**config.mk**
```make
export PLATFORM = sky130hd
export DESIGN_NAME = carrier_phase_tracking_loop
export DESIGN_NICKNAME = d
export VERILOG_FILES = /design/src/design/carrier_phase_pkg.sv /design/src/design/symbol_fifo.sv /design/src/design/carrier_phase_tracking_loop.sv
export SDC_FILE = /design/constraint.sdc
export NUM_CORES = 2
export LEC_CHECK = 0
export BUFFER_PORTS_ARGS = -buffer_cell sky130_fd_sc_hd__buf_2
export CAP_MARGIN = 10
export CORE_UTILIZATION = 60
export DETAILED_ROUTE_END_ITERATION = 7
export GPL_TIMING_DRIVEN = 0
export PLACE_DENSITY = 0.77
export SETUP_SLACK_MARGIN = 0.05
export SYNTH_ARGS = -nofsm -noshare
export SYNTH_HDL_FRONTEND = slang
export SYNTH_SLANG_ARGS = --single-unit
```
**constraint.sdc**
```tcl
create_clock -name i_mclk -period 40.3 [get_ports i_mclk]
set_input_delay 2.015 -clock i_mclk [delete_from_list [all_inputs] [get_ports i_mclk]]
set_output_delay 2.015 -clock i_mclk [all_outputs]
set_load 0.01 [all_outputs]
```
**src/design/carrier_phase_pkg.sv**
```systemverilog
package carrier_phase_pkg;

    // ****************************************
    // Register map
    // ****************************************
    localparam logic [4:0] ADDR_CARRIER_CONFIG    = 5'h01;
    localparam logic [4:0] ADDR_PROPORTIONAL_GAIN = 5'h02;
    localparam logic [4:0] ADDR_INTEGRAL_GAIN     = 5'h03;
    localparam logic [4:0] ADDR_SNR_THRESHOLD     = 5'h0b;
    localparam logic [4:0] ADDR_VCO_MEAS_LO       = 5'h0c;
    localparam logic [4:0] ADDR_VCO_MEAS_HI       = 5'h0d;
    localparam logic [4:0] ADDR_STATUS_FLAGS      = 5'h1f;

    // ****************************************
    // Field positions
    // ****************************************
    localparam int CFG_ESTIMATOR_SELECT = 2;
    localparam int CFG_PAIR1_ENABLE     = 4;
    localparam int CFG_PAIR2_ENABLE     = 5;
    localparam int CFG_MODULATION_BPSK  = 6;
    localparam int STAT_SNR_ABOVE       = 4;
    localparam int STAT_VCO_MEAS_FULL   = 0;

    // ****************************************
    // Reset values
    // ****************************************
    localparam logic [7:0] RST_CARRIER_CONFIG    = 8'h30;
    localparam logic [7:0] RST_PROPORTIONAL_GAIN = 8'h10;
    localparam logic [7:0] RST_INTEGRAL_GAIN     = 8'h20;
    localparam logic [7:0] RST_SNR_THRESHOLD     = 8'h64;

    // ****************************************
    // Data path constants
    // ****************************************
    localparam int SAMPLE_WIDTH = 8;
    localparam int PHASE_WIDTH  = 6;
    localparam int FIFO_DEPTH   = 32;
    localparam int SNR_SHIFT    = 4;

    typedef struct packed {
        logic signed [SAMPLE_WIDTH-1:0] i_val;
        logic signed [SAMPLE_WIDTH-1:0] q_val;
    } symbol_t;

    localparam int SYMBOL_WIDTH = 2 * SAMPLE_WIDTH;

    typedef struct packed {
        logic p1;
        logic n1;
        logic p2;
        logic n2;
    } sd_pairs_t;

endpackage

```
**src/design/symbol_fifo.sv**
```systemverilog
`timescale 1ns/10ps
module symbol_fifo #(
    parameter int WIDTH = 16,
    parameter int DEPTH = 32
) (
    // Clock and reset
    input  wire logic             i_mclk,
    input  wire logic             i_sys_rst,
    // Fill side
    input  wire logic             i_in_valid,
    output logic                  o_in_ready,
    input  wire logic [WIDTH-1:0] i_in_data,
    // Drain side
    output logic                  o_out_valid,
    input  wire logic             i_out_ready,
    output logic      [WIDTH-1:0] o_out_data
);
    localparam int AW = $clog2(DEPTH);

    logic [WIDTH-1:0] mem [DEPTH];
    logic [AW:0]      wr_ptr_q;
    logic [AW:0]      rd_ptr_q;
    logic [AW:0]      wr_ptr_d;
    logic [AW:0]      rd_ptr_d;
    logic             in_ready_q;
    logic             push;
    logic             pop;

    assign o_in_ready  = in_ready_q;
    assign o_out_valid = wr_ptr_q != rd_ptr_q;
    assign o_out_data  = mem[rd_ptr_q[AW-1:0]];
    assign push        = i_in_valid && in_ready_q;
    assign pop         = o_out_valid && i_out_ready;
    assign wr_ptr_d    = wr_ptr_q + (AW+1)'(push);
    assign rd_ptr_d    = rd_ptr_q + (AW+1)'(pop);

    // Ready is registered from the fill level the next edge will leave
    always_ff @(posedge i_mclk) begin
        if (i_sys_rst) begin
            in_ready_q <= 1'b0;
        end else begin
            in_ready_q <= (wr_ptr_d - rd_ptr_d) != (AW+1)'(DEPTH);
        end
    end

    always_ff @(posedge i_mclk) begin
        if (push) begin
            mem[wr_ptr_q[AW-1:0]] <= i_in_data;
        end
    end

    always_ff @(posedge i_mclk) begin
        if (i_sys_rst) begin
            wr_ptr_q <= '0;
        end else if (push) begin
            wr_ptr_q <= wr_ptr_q + 1'b1;
        end
    end

    always_ff @(posedge i_mclk) begin
        if (i_sys_rst) begin
            rd_ptr_q <= '0;
        end else if (pop) begin
            rd_ptr_q <= rd_ptr_q + 1'b1;
        end
    end
endmodule

```
**src/design/carrier_phase_tracking_loop.sv**
```systemverilog
`timescale 1ns/10ps
// What this block does
// VCO measurement held in 16-bit register until host reads both bytes
// QPSK mode offers non-data-aided and decision-directed estimators
// Config bit 2 picks decision-directed at 0, non-data-aided at 1
// BPSK mode always uses the decision-directed estimator
// SNR estimate compared to threshold at 11 picks detector gain
// Comparison result readable in status bit 4 at address 31
// Host should program the threshold with 100, about 11 dB
// Proportional and integral gain registers set loop dynamics
// Host should keep integral gain above 30 for 6-bit resolution
// Loop output leaves as two sigma-delta complementary pairs
// Config bits 4 and 5 enable each pair or float it
// After reset both pairs are driven
// Loop value before modulation appears on 6-bit parallel output
// Low baud rates should use the parallel output with a DAC
// Parallel output is stable relative to the data valid strobe
// Parallel output updates only when data valid is high
module carrier_phase_tracking_loop
    import carrier_phase_pkg::*;
#(
    parameter int FIFO_DEPTH_P = FIFO_DEPTH
) (
    // Clock and reset
    input  wire logic                   i_mclk,
    input  wire logic                   i_sys_rst,
    // Register port
    input  wire logic [4:0]             i_reg_addr,
    input  wire logic [7:0]             i_reg_wdata,
    input  wire logic                   i_reg_wr,
    input  wire logic                   i_reg_rd,
    output logic      [7:0]             o_reg_rdata,
    // Symbol stream
    input  wire logic                   i_sym_valid,
    output logic                        o_sym_ready,
    input  wire symbol_t                i_sym,
    // VCO measurement
    input  wire logic                   i_vco_meas_valid,
    input  wire logic [15:0]            i_vco_meas,
    // Sigma-delta pairs
    output sd_pairs_t                   o_sd_out,
    output logic      [1:0]             o_sd_oe,
    // Parallel phase output
    output logic      [PHASE_WIDTH-1:0] o_parallel_phase_out,
    output logic                        o_data_valid
);

    // ****************************************
    // Declarations
    // ****************************************
    logic [7:0]             carrier_configuration_q;
    logic [7:0]             proportional_gain_q;
    logic [7:0]             integral_gain_q;
    logic [7:0]             snr_threshold_q;
    logic [15:0]            vco_frequency_measure_q;
    logic                   vco_full_q;
    logic [1:0]             vco_read_q;
    logic                   snr_above_q;
    logic [15:0]            snr_acc_q;
    logic signed [15:0]     integ_q;
    logic signed [15:0]     loop_q;
    logic [PHASE_WIDTH:0]   sd1_acc_q;
    logic [PHASE_WIDTH:0]   sd2_acc_q;
    logic                   sd1_bit_q;
    logic                   sd2_bit_q;
    logic                   dv_q;
    logic                   fifo_valid;
    symbol_t                sym;
    logic signed [15:0]     ped_err;
    logic signed [15:0]     ped_scaled;
    logic                   sym_take;
    logic [PHASE_WIDTH-1:0] loop_code;

    // ****************************************
    // Input buffer
    // ****************************************
    symbol_fifo #(
        .WIDTH (SYMBOL_WIDTH),
        .DEPTH (FIFO_DEPTH_P)
    ) u_fifo (
        .i_mclk      (i_mclk),
        .i_sys_rst   (i_sys_rst),
        .i_in_valid  (i_sym_valid),
        .o_in_ready  (o_sym_ready),
        .i_in_data   (i_sym),
        .o_out_valid (fifo_valid),
        .i_out_ready (1'b1),
        .o_out_data  (sym)
    );

    assign sym_take = fifo_valid;

    // ****************************************
    // Register writes
    // ****************************************
    always_ff @(posedge i_mclk) begin
        if (i_sys_rst) begin
            carrier_configuration_q <= RST_CARRIER_CONFIG;
            proportional_gain_q     <= RST_PROPORTIONAL_GAIN;
            integral_gain_q         <= RST_INTEGRAL_GAIN;
            snr_threshold_q         <= RST_SNR_THRESHOLD;
        end else if (i_reg_wr) begin
            unique case (i_reg_addr)
                ADDR_CARRIER_CONFIG:    carrier_configuration_q <= i_reg_wdata;
                ADDR_PROPORTIONAL_GAIN: proportional_gain_q     <= i_reg_wdata;
                ADDR_INTEGRAL_GAIN:     integral_gain_q         <= i_reg_wdata;
                ADDR_SNR_THRESHOLD:     snr_threshold_q         <= i_reg_wdata;
                default: begin
                end
            endcase
        end
    end

    // ****************************************
    // Register reads
    // ****************************************
    always_ff @(posedge i_mclk) begin
        if (i_sys_rst) begin
            o_reg_rdata <= 8'h00;
        end else if (i_reg_rd) begin
            unique case (i_reg_addr)
                ADDR_CARRIER_CONFIG:    o_reg_rdata <= carrier_configuration_q;
                ADDR_PROPORTIONAL_GAIN: o_reg_rdata <= proportional_gain_q;
                ADDR_INTEGRAL_GAIN:     o_reg_rdata <= integral_gain_q;
                ADDR_SNR_THRESHOLD:     o_reg_rdata <= snr_threshold_q;
                ADDR_VCO_MEAS_LO:       o_reg_rdata <= vco_frequency_measure_q[7:0];
                ADDR_VCO_MEAS_HI:       o_reg_rdata <= vco_frequency_measure_q[15:8];
                ADDR_STATUS_FLAGS: begin
                    o_reg_rdata                     <= 8'h00;
                    o_reg_rdata[STAT_SNR_ABOVE]     <= snr_above_q;
                    o_reg_rdata[STAT_VCO_MEAS_FULL] <= vco_full_q;
                end
                default:                o_reg_rdata <= 8'h00;
            endcase
        end else begin
            o_reg_rdata <= 8'h00;
        end
    end

    // ****************************************
    // VCO frequency measurement hold
    // ****************************************
    always_ff @(posedge i_mclk) begin
        if (i_sys_rst) begin
            vco_frequency_measure_q <= 16'h0000;
            vco_full_q              <= 1'b0;
            vco_read_q              <= 2'b00;
        end else if (!vco_full_q) begin
            if (i_vco_meas_valid) begin
                vco_frequency_measure_q <= i_vco_meas;
                vco_full_q              <= 1'b1;
                vco_read_q              <= 2'b00;
            end
        end else if (i_reg_rd && i_reg_addr == ADDR_VCO_MEAS_LO) begin
            vco_read_q[0] <= 1'b1;
            vco_full_q    <= !vco_read_q[1];
        end else if (i_reg_rd && i_reg_addr == ADDR_VCO_MEAS_HI) begin
            vco_read_q[1] <= 1'b1;
            vco_full_q    <= !vco_read_q[0];
        end
    end

    // ****************************************
    // Phase error detector
    // ****************************************
    function automatic logic signed [15:0] sgn(input logic signed [SAMPLE_WIDTH-1:0] v);
        sgn = v[SAMPLE_WIDTH-1] ? -16'sd1 : 16'sd1;
    endfunction

    always_comb begin
        ped_err = 16'sd0;
        if (carrier_configuration_q[CFG_MODULATION_BPSK]) begin
            ped_err = sgn(sym.i_val) * 16'(sym.q_val);
        end else if (carrier_configuration_q[CFG_ESTIMATOR_SELECT]) begin
            ped_err = (16'(sym.i_val) * 16'(sym.q_val)) >>> 3;
        end else begin
            ped_err = sgn(sym.i_val) * 16'(sym.q_val)
                    - sgn(sym.q_val) * 16'(sym.i_val);
        end
        ped_scaled = snr_above_q ? ped_err : (ped_err <<< 1);
    end

    // ****************************************
    // SNR estimator
    // ****************************************
    always_ff @(posedge i_mclk) begin
        if (i_sys_rst) begin
            snr_acc_q   <= 16'h0000;
            snr_above_q <= 1'b0;
        end else if (sym_take) begin
            snr_acc_q <= snr_acc_q - (snr_acc_q >> SNR_SHIFT)
                       + {8'h00, 8'(sym.i_val[SAMPLE_WIDTH-1] ? -sym.i_val : sym.i_val)};
            snr_above_q <= snr_acc_q[15:8] > snr_threshold_q;
        end
    end

    // ****************************************
    // Loop filter
    // ****************************************
    always_ff @(posedge i_mclk) begin
        if (i_sys_rst) begin
            integ_q <= 16'sd0;
            loop_q  <= 16'sd0;
        end else if (sym_take) begin
            integ_q <= integ_q + ((ped_scaled * $signed({8'h00, integral_gain_q})) >>> 8);
            loop_q  <= integ_q + ((ped_scaled * $signed({8'h00, proportional_gain_q})) >>> 6);
        end
    end

    assign loop_code = loop_q[15:10] ^ 6'h20;

    // ****************************************
    // Sigma-delta modulators
    // ****************************************
    always_ff @(posedge i_mclk) begin
        if (i_sys_rst) begin
            sd1_acc_q <= '0;
            sd2_acc_q <= '0;
            sd1_bit_q <= 1'b0;
            sd2_bit_q <= 1'b0;
        end else begin
            sd1_acc_q <= {1'b0, sd1_acc_q[PHASE_WIDTH-1:0]} + {1'b0, loop_code};
            sd2_acc_q <= {1'b0, sd2_acc_q[PHASE_WIDTH-1:0]} + {1'b0, loop_code};
            sd1_bit_q <= sd1_acc_q[PHASE_WIDTH];
            sd2_bit_q <= sd2_acc_q[PHASE_WIDTH];
        end
    end

    always_ff @(posedge i_mclk) begin
        if (i_sys_rst) begin
            o_sd_out <= '{p1: 1'b0, n1: 1'b1, p2: 1'b0, n2: 1'b1};
            o_sd_oe  <= 2'b11;
        end else begin
            o_sd_out <= '{p1: sd1_bit_q, n1: !sd1_bit_q, p2: sd2_bit_q, n2: !sd2_bit_q};
            o_sd_oe  <= {carrier_configuration_q[CFG_PAIR2_ENABLE],
                         carrier_configuration_q[CFG_PAIR1_ENABLE]};
        end
    end

    // ****************************************
    // Parallel phase output
    // ****************************************
    always_ff @(posedge i_mclk) begin
        if (i_sys_rst) begin
            dv_q                 <= 1'b0;
            o_data_valid         <= 1'b0;
            o_parallel_phase_out <= '0;
        end else begin
            dv_q         <= sym_take;
            o_data_valid <= dv_q;
            if (dv_q) begin
                o_parallel_phase_out <= loop_code;
            end
        end
    end

    // ****************************************
    // Assertions
    // ****************************************
    property p_phase_hold;
        @(posedge i_mclk) disable iff (i_sys_rst)
        !o_data_valid |-> $stable(o_parallel_phase_out);
    endproperty
    a_phase_hold: assert property (p_phase_hold) else $error("phase out moved");

    property p_phase_dv;
        @(posedge i_mclk) disable iff (i_sys_rst)
        $fell(o_data_valid) |-> $stable(o_parallel_phase_out);
    endproperty
    a_phase_dv: assert property (p_phase_dv) else $error("phase unstable");

    property p_vco_hold;
        @(posedge i_mclk) disable iff (i_sys_rst)
        vco_full_q && !i_reg_rd |=> $stable(vco_frequency_measure_q) && vco_full_q;
    endproperty
    a_vco_hold: assert property (p_vco_hold) else $error("measure overwritten");

    property p_oe_cfg;
        @(posedge i_mclk) disable iff (i_sys_rst)
        ##1 o_sd_oe == {$past(carrier_configuration_q[CFG_PAIR2_ENABLE]),
                        $past(carrier_configuration_q[CFG_PAIR1_ENABLE])};
    endproperty
    a_oe_cfg: assert property (p_oe_cfg) else $error("pair enable wrong");

    property p_reset_oe;
        @(posedge i_mclk) $past(i_sys_rst) && !i_sys_rst |-> o_sd_oe == 2'b11;
    endproperty
    a_reset_oe: assert property (p_reset_oe) else $error("pairs not driven");

    property p_compl;
        @(posedge i_mclk) disable iff (i_sys_rst)
        o_sd_out.p1 != o_sd_out.n1 && o_sd_out.p2 != o_sd_out.n2;
    endproperty
    a_compl: assert property (p_compl) else $error("pair not complementary");

    property p_status;
        @(posedge i_mclk) disable iff (i_sys_rst)
        i_reg_rd && i_reg_addr == ADDR_STATUS_FLAGS
        |=> o_reg_rdata[STAT_SNR_ABOVE] == $past(snr_above_q);
    endproperty
    a_status: assert property (p_status) else $error("status bit wrong");

    property p_bpsk;
        @(posedge i_mclk) disable iff (i_sys_rst)
        sym_take && carrier_configuration_q[CFG_MODULATION_BPSK]
        |-> ped_err == sgn(sym.i_val) * 16'(sym.q_val);
    endproperty
    a_bpsk: assert property (p_bpsk) else $error("bpsk estimator wrong");

    property p_phase_code;
        @(posedge i_mclk) disable iff (i_sys_rst)
        dv_q |=> o_parallel_phase_out == $past(loop_code);
    endproperty
    a_phase_code: assert property (p_phase_code) else $error("phase code wrong");

    property p_vco_release;
        @(posedge i_mclk) disable iff (i_sys_rst)
        vco_full_q && vco_read_q[0] && i_reg_rd && i_reg_addr == ADDR_VCO_MEAS_HI
        |=> !vco_full_q;
    endproperty
    a_vco_release: assert property (p_vco_release) else $error("measure not released");

    property p_status_full;
        @(posedge i_mclk) disable iff (i_sys_rst)
        i_reg_rd && i_reg_addr == ADDR_STATUS_FLAGS
        |=> o_reg_rdata[STAT_VCO_MEAS_FULL] == $past(vco_full_q);
    endproperty
    a_status_full: assert property (p_status_full) else $error("full bit wrong");

    property p_thr_write;
        @(posedge i_mclk) disable iff (i_sys_rst)
        i_reg_wr && i_reg_addr == ADDR_SNR_THRESHOLD
        |=> snr_threshold_q == $past(i_reg_wdata);
    endproperty
    a_thr_write: assert property (p_thr_write) else $error("threshold not stored");

    property p_dv_latency;
        @(posedge i_mclk) disable iff (i_sys_rst)
        sym_take |-> ##2 o_data_valid;
    endproperty
    a_dv_latency: assert property (p_dv_latency) else $error("data valid late");

endmodule

```
==> impl_metrics.yaml <==
worst_setup_path:
  rrSetupSlack_ns: 21.79
  crit_cells: 56
  cp-endpoint: "integ_q[15]"
  critPathTopFamily: "adder cells"
  critPathKind: "reg2reg"
  cpPeakStageDelay_ns: 0.78
  crit_path_max_fanout: 10
  cp.arrival_ns: 19.08
  path_buf_inv: 12
  worst_r2r_path_depth: 56
  cp.required_ns: 40.87
  setup.worst_path.end_class: "flip-flop"
  r2r_end: "integ_q[15]"
  crit_slowest_cell: "buf_1"
  critPathLaunchType: "flip-flop"
  cp_common_cell: "fa_1"
yosys:
  ys_seq_area_share_pct: 46.6
  synthArstFlopShare_pct: 0
  ys_ff_latch: 658
  ys.flop_type: "edfxtp_1"
  synth_area_per_cell_um2: 12.4
  synth-edff-count: 512
  synth_area_um2: 39300
  syn-num-nets: 3682
  synth_top_area_share_pct: 39.1
  ys_warn_count: 0
  synth.largest_area_cell: "edfxtp_1"
  ys_types: 88
  synth_cells: 3170
  yosys-top-cells-area: "edfxtp_1 (39%), fa_1 (12%), mux4_2 (8.0%), dfxtp_1 (7.4%), ha_1 (7.0%)"
floorplanning:
  die_y_um: 258
  io_pins: 73
  rows: 93
  fp.coreArea_um2: 64600
  start_util_pct: 60.8
  die_area_um2: 66500
  die-width_um: 258
timing:
  final_hold_viol_count: 0
  finClkSkew_ns: 0.0402
  grt_setup_unrepaired: "no"
  min_period_over_period_pct: 45.9
  setup_viol: 0
  post-route-min-period_ns: 18.51
  worst_pin_slew_ns: 1.42
  timing.final.max_slew_violations: 0
  fmax_ghz: 0.0540
  maxSlewHeadroom_pct: 4.66
  tns_ns: 0
status:
  outcome: "finished, final reports clean"
placed_design:
  port_buffers: 70
  dpl.hpwl_mm: 76.4
  gp_congestion: 1.01
clock_tree:
  root_buffer: "clkbuf_16"
  cts_resized: 0
  insertion_delay_ns: 0.65
  htreeDepth: 2
  cts.hold.buffers_added: 0
  numCtsBuffers: 61
  post_cts_buffers: 0
  clockBufferDepth: 3
  cts_tree: "built"
  cts_sinks: 658
  clk_pin_slew_ns: 0.06
routing:
  vias: 26600
  wirelength_mm: 111
  drt-initial-drc-count: 2721
  route.detailed.drc: 0
  dr.pass1.iters: 8
  wl_per_cell_um: 26.1
  ant_nets: 0
  viasPerCell: 6.28
min_path:
  hp-start: "sd1_bit_q"
  hp-class: "reg2reg"
finish:
  nFillCells: 4430
  fin_nets: 3843
  insertedDiodeCount: 0
  area_growth_syn_to_layout_pct: 10.4
  final_layout_size_suffix_gt1_share_pct: 12.5
global_routing:
  grt_util_all_layers_pct: 33.8
  antenna_found_initial: 2
  grt_pass1_vias: 27600
  globalRouteOverflowTotal: 0
  grt_max_degree: 33
  grt_pass1_wl_mm: 167
flow_run:
  maxCapViolCount: 0
area by class of cell:
class	instances	area, µm²	share of cell area (%)
buffer	128	547	1.26
clock buffer	74	1620	3.73
clock inverter	39	463	1.07
inverter	392	1470	3.39
multi-input combinational	1992	19100	44.0
sequential	658	18300	42.2
tap	855	1070	2.47
timing repair buffer	98	816	1.88
layout by cell type (no fill, tap or decap), types with 9 or more instances in the layout:
cell / n
a211oi_1: 10
a21o_1: 38
a21oi_1: 167
a22oi_1: 27
a311oi_1: 10
a31oi_1: 16
and2_1: 81
and3_1: 18
buf_1: 19
buf_2: 72
buf_6: 10
buf_8: 17
bufinv_16: 9
clkbuf_1: 107
clkbuf_16: 61
clkinv_1: 17
dfxtp_1: 146
edfxtp_1: 512
fa_1: 240
ha_1: 221
inv_1: 389
mux2i_1: 56
mux4_2: 140
nand2_1: 288
nand2b_1: 22
nand3_1: 57
nand4_1: 10
nor2_1: 151
nor2_2: 27
nor2b_1: 31
nor3_1: 46
o21a_1: 13
o21ai_0: 53
o21bai_1: 14
or2_2: 11
xnor2_1: 77
xor2_1: 34
worst min path at each step:
stage	slack (ns)	cells after the start	end
6_report	0.41	1	o_sd_out[2]
5_1_grt	0.44	1	o_sd_out[0]
3_5_place_dp	0.40	1	o_sd_out[2]
2_1_floorplan	0.38	1	o_sd_out[0]
4_1_cts	0.41	1	o_sd_out[2]
3_3_place_gp	0.39	1	o_sd_out[0]
flip-flops by register name, summed over array words and instances (netlist names), 2 cells and up, named ones only:
signal                   flops
sd2_acc_q                    7
u_fifo.mem                 512
sd1_acc_q                    7
u_fifo.rd_ptr_q              6
vco_frequency_measure_q     16
proportional_gain_q          8
integral_gain_q              8
o_reg_rdata                  8
vco_read_q                   2
loop_q                       6
o_parallel_phase_out         6
integ_q                     16
snr_acc_q                   16
snr_threshold_q              8
carrier_configuration_q      8
o_sd_oe                      2
u_fifo.wr_ptr_q              6
o_sd_out                     4
cell families (layout without fill, tap and decap cells):
family,Yosys count,count (layout),share of synthesized area [%]
xor+xnor,117,117,2.81
buf+inv,520,731,5.14
fa+ha+maj,461,461,19.3
flops,658,658,46.6
mux,203,203,9.65
simple gates,781,781,9.26
compound gates,430,430,7.27
cell usage after synthesis, types with 77 or more instances:
cell and instances:
and2_1 81, inv_1 389, mux4_2 140, xnor2_1 77
fa_1 240, clkbuf_1 98, nand2_1 288, ha_1 221
edfxtp_1 512, dfxtp_1 146, nor2_1 183, a21oi_1 167
per-layer routing:
metal	vias to the layer above	routed length, µm	GRT usage (%)
li1	11400	-	-
met1	13300	39200	39.9
met2	1464	55300	58.1
met3	448	8220	5.30
met4	2	7890	21.1
met5	-	11	0
through the flow:
| stage | setup slack, ns | hold WS, ns | area, µm² | cells | utilization [%] |
|---|---|---|---|---|---|
| after floorplan | 25.14 | 0.377 | 39300 | 3170 | - |
| after global placement | 22.03 | 0.387 | 40700 | 4095 | 63.0 |
| after detailed placement | 21.72 | 0.398 | 41300 | 4121 | 63.9 |
| after CTS | 21.47 | 0.407 | 43300 | 4234 | 67.1 |
| after global routing | 20.67 | 0.437 | 43400 | 4236 | 67.1 |
| final | 21.79 | 0.406 | 43400 | 4236 | 67.1 |
Power is not shown: default switching activity piles up to over one toggle a cycle in this logic, so the estimate is an artifact.
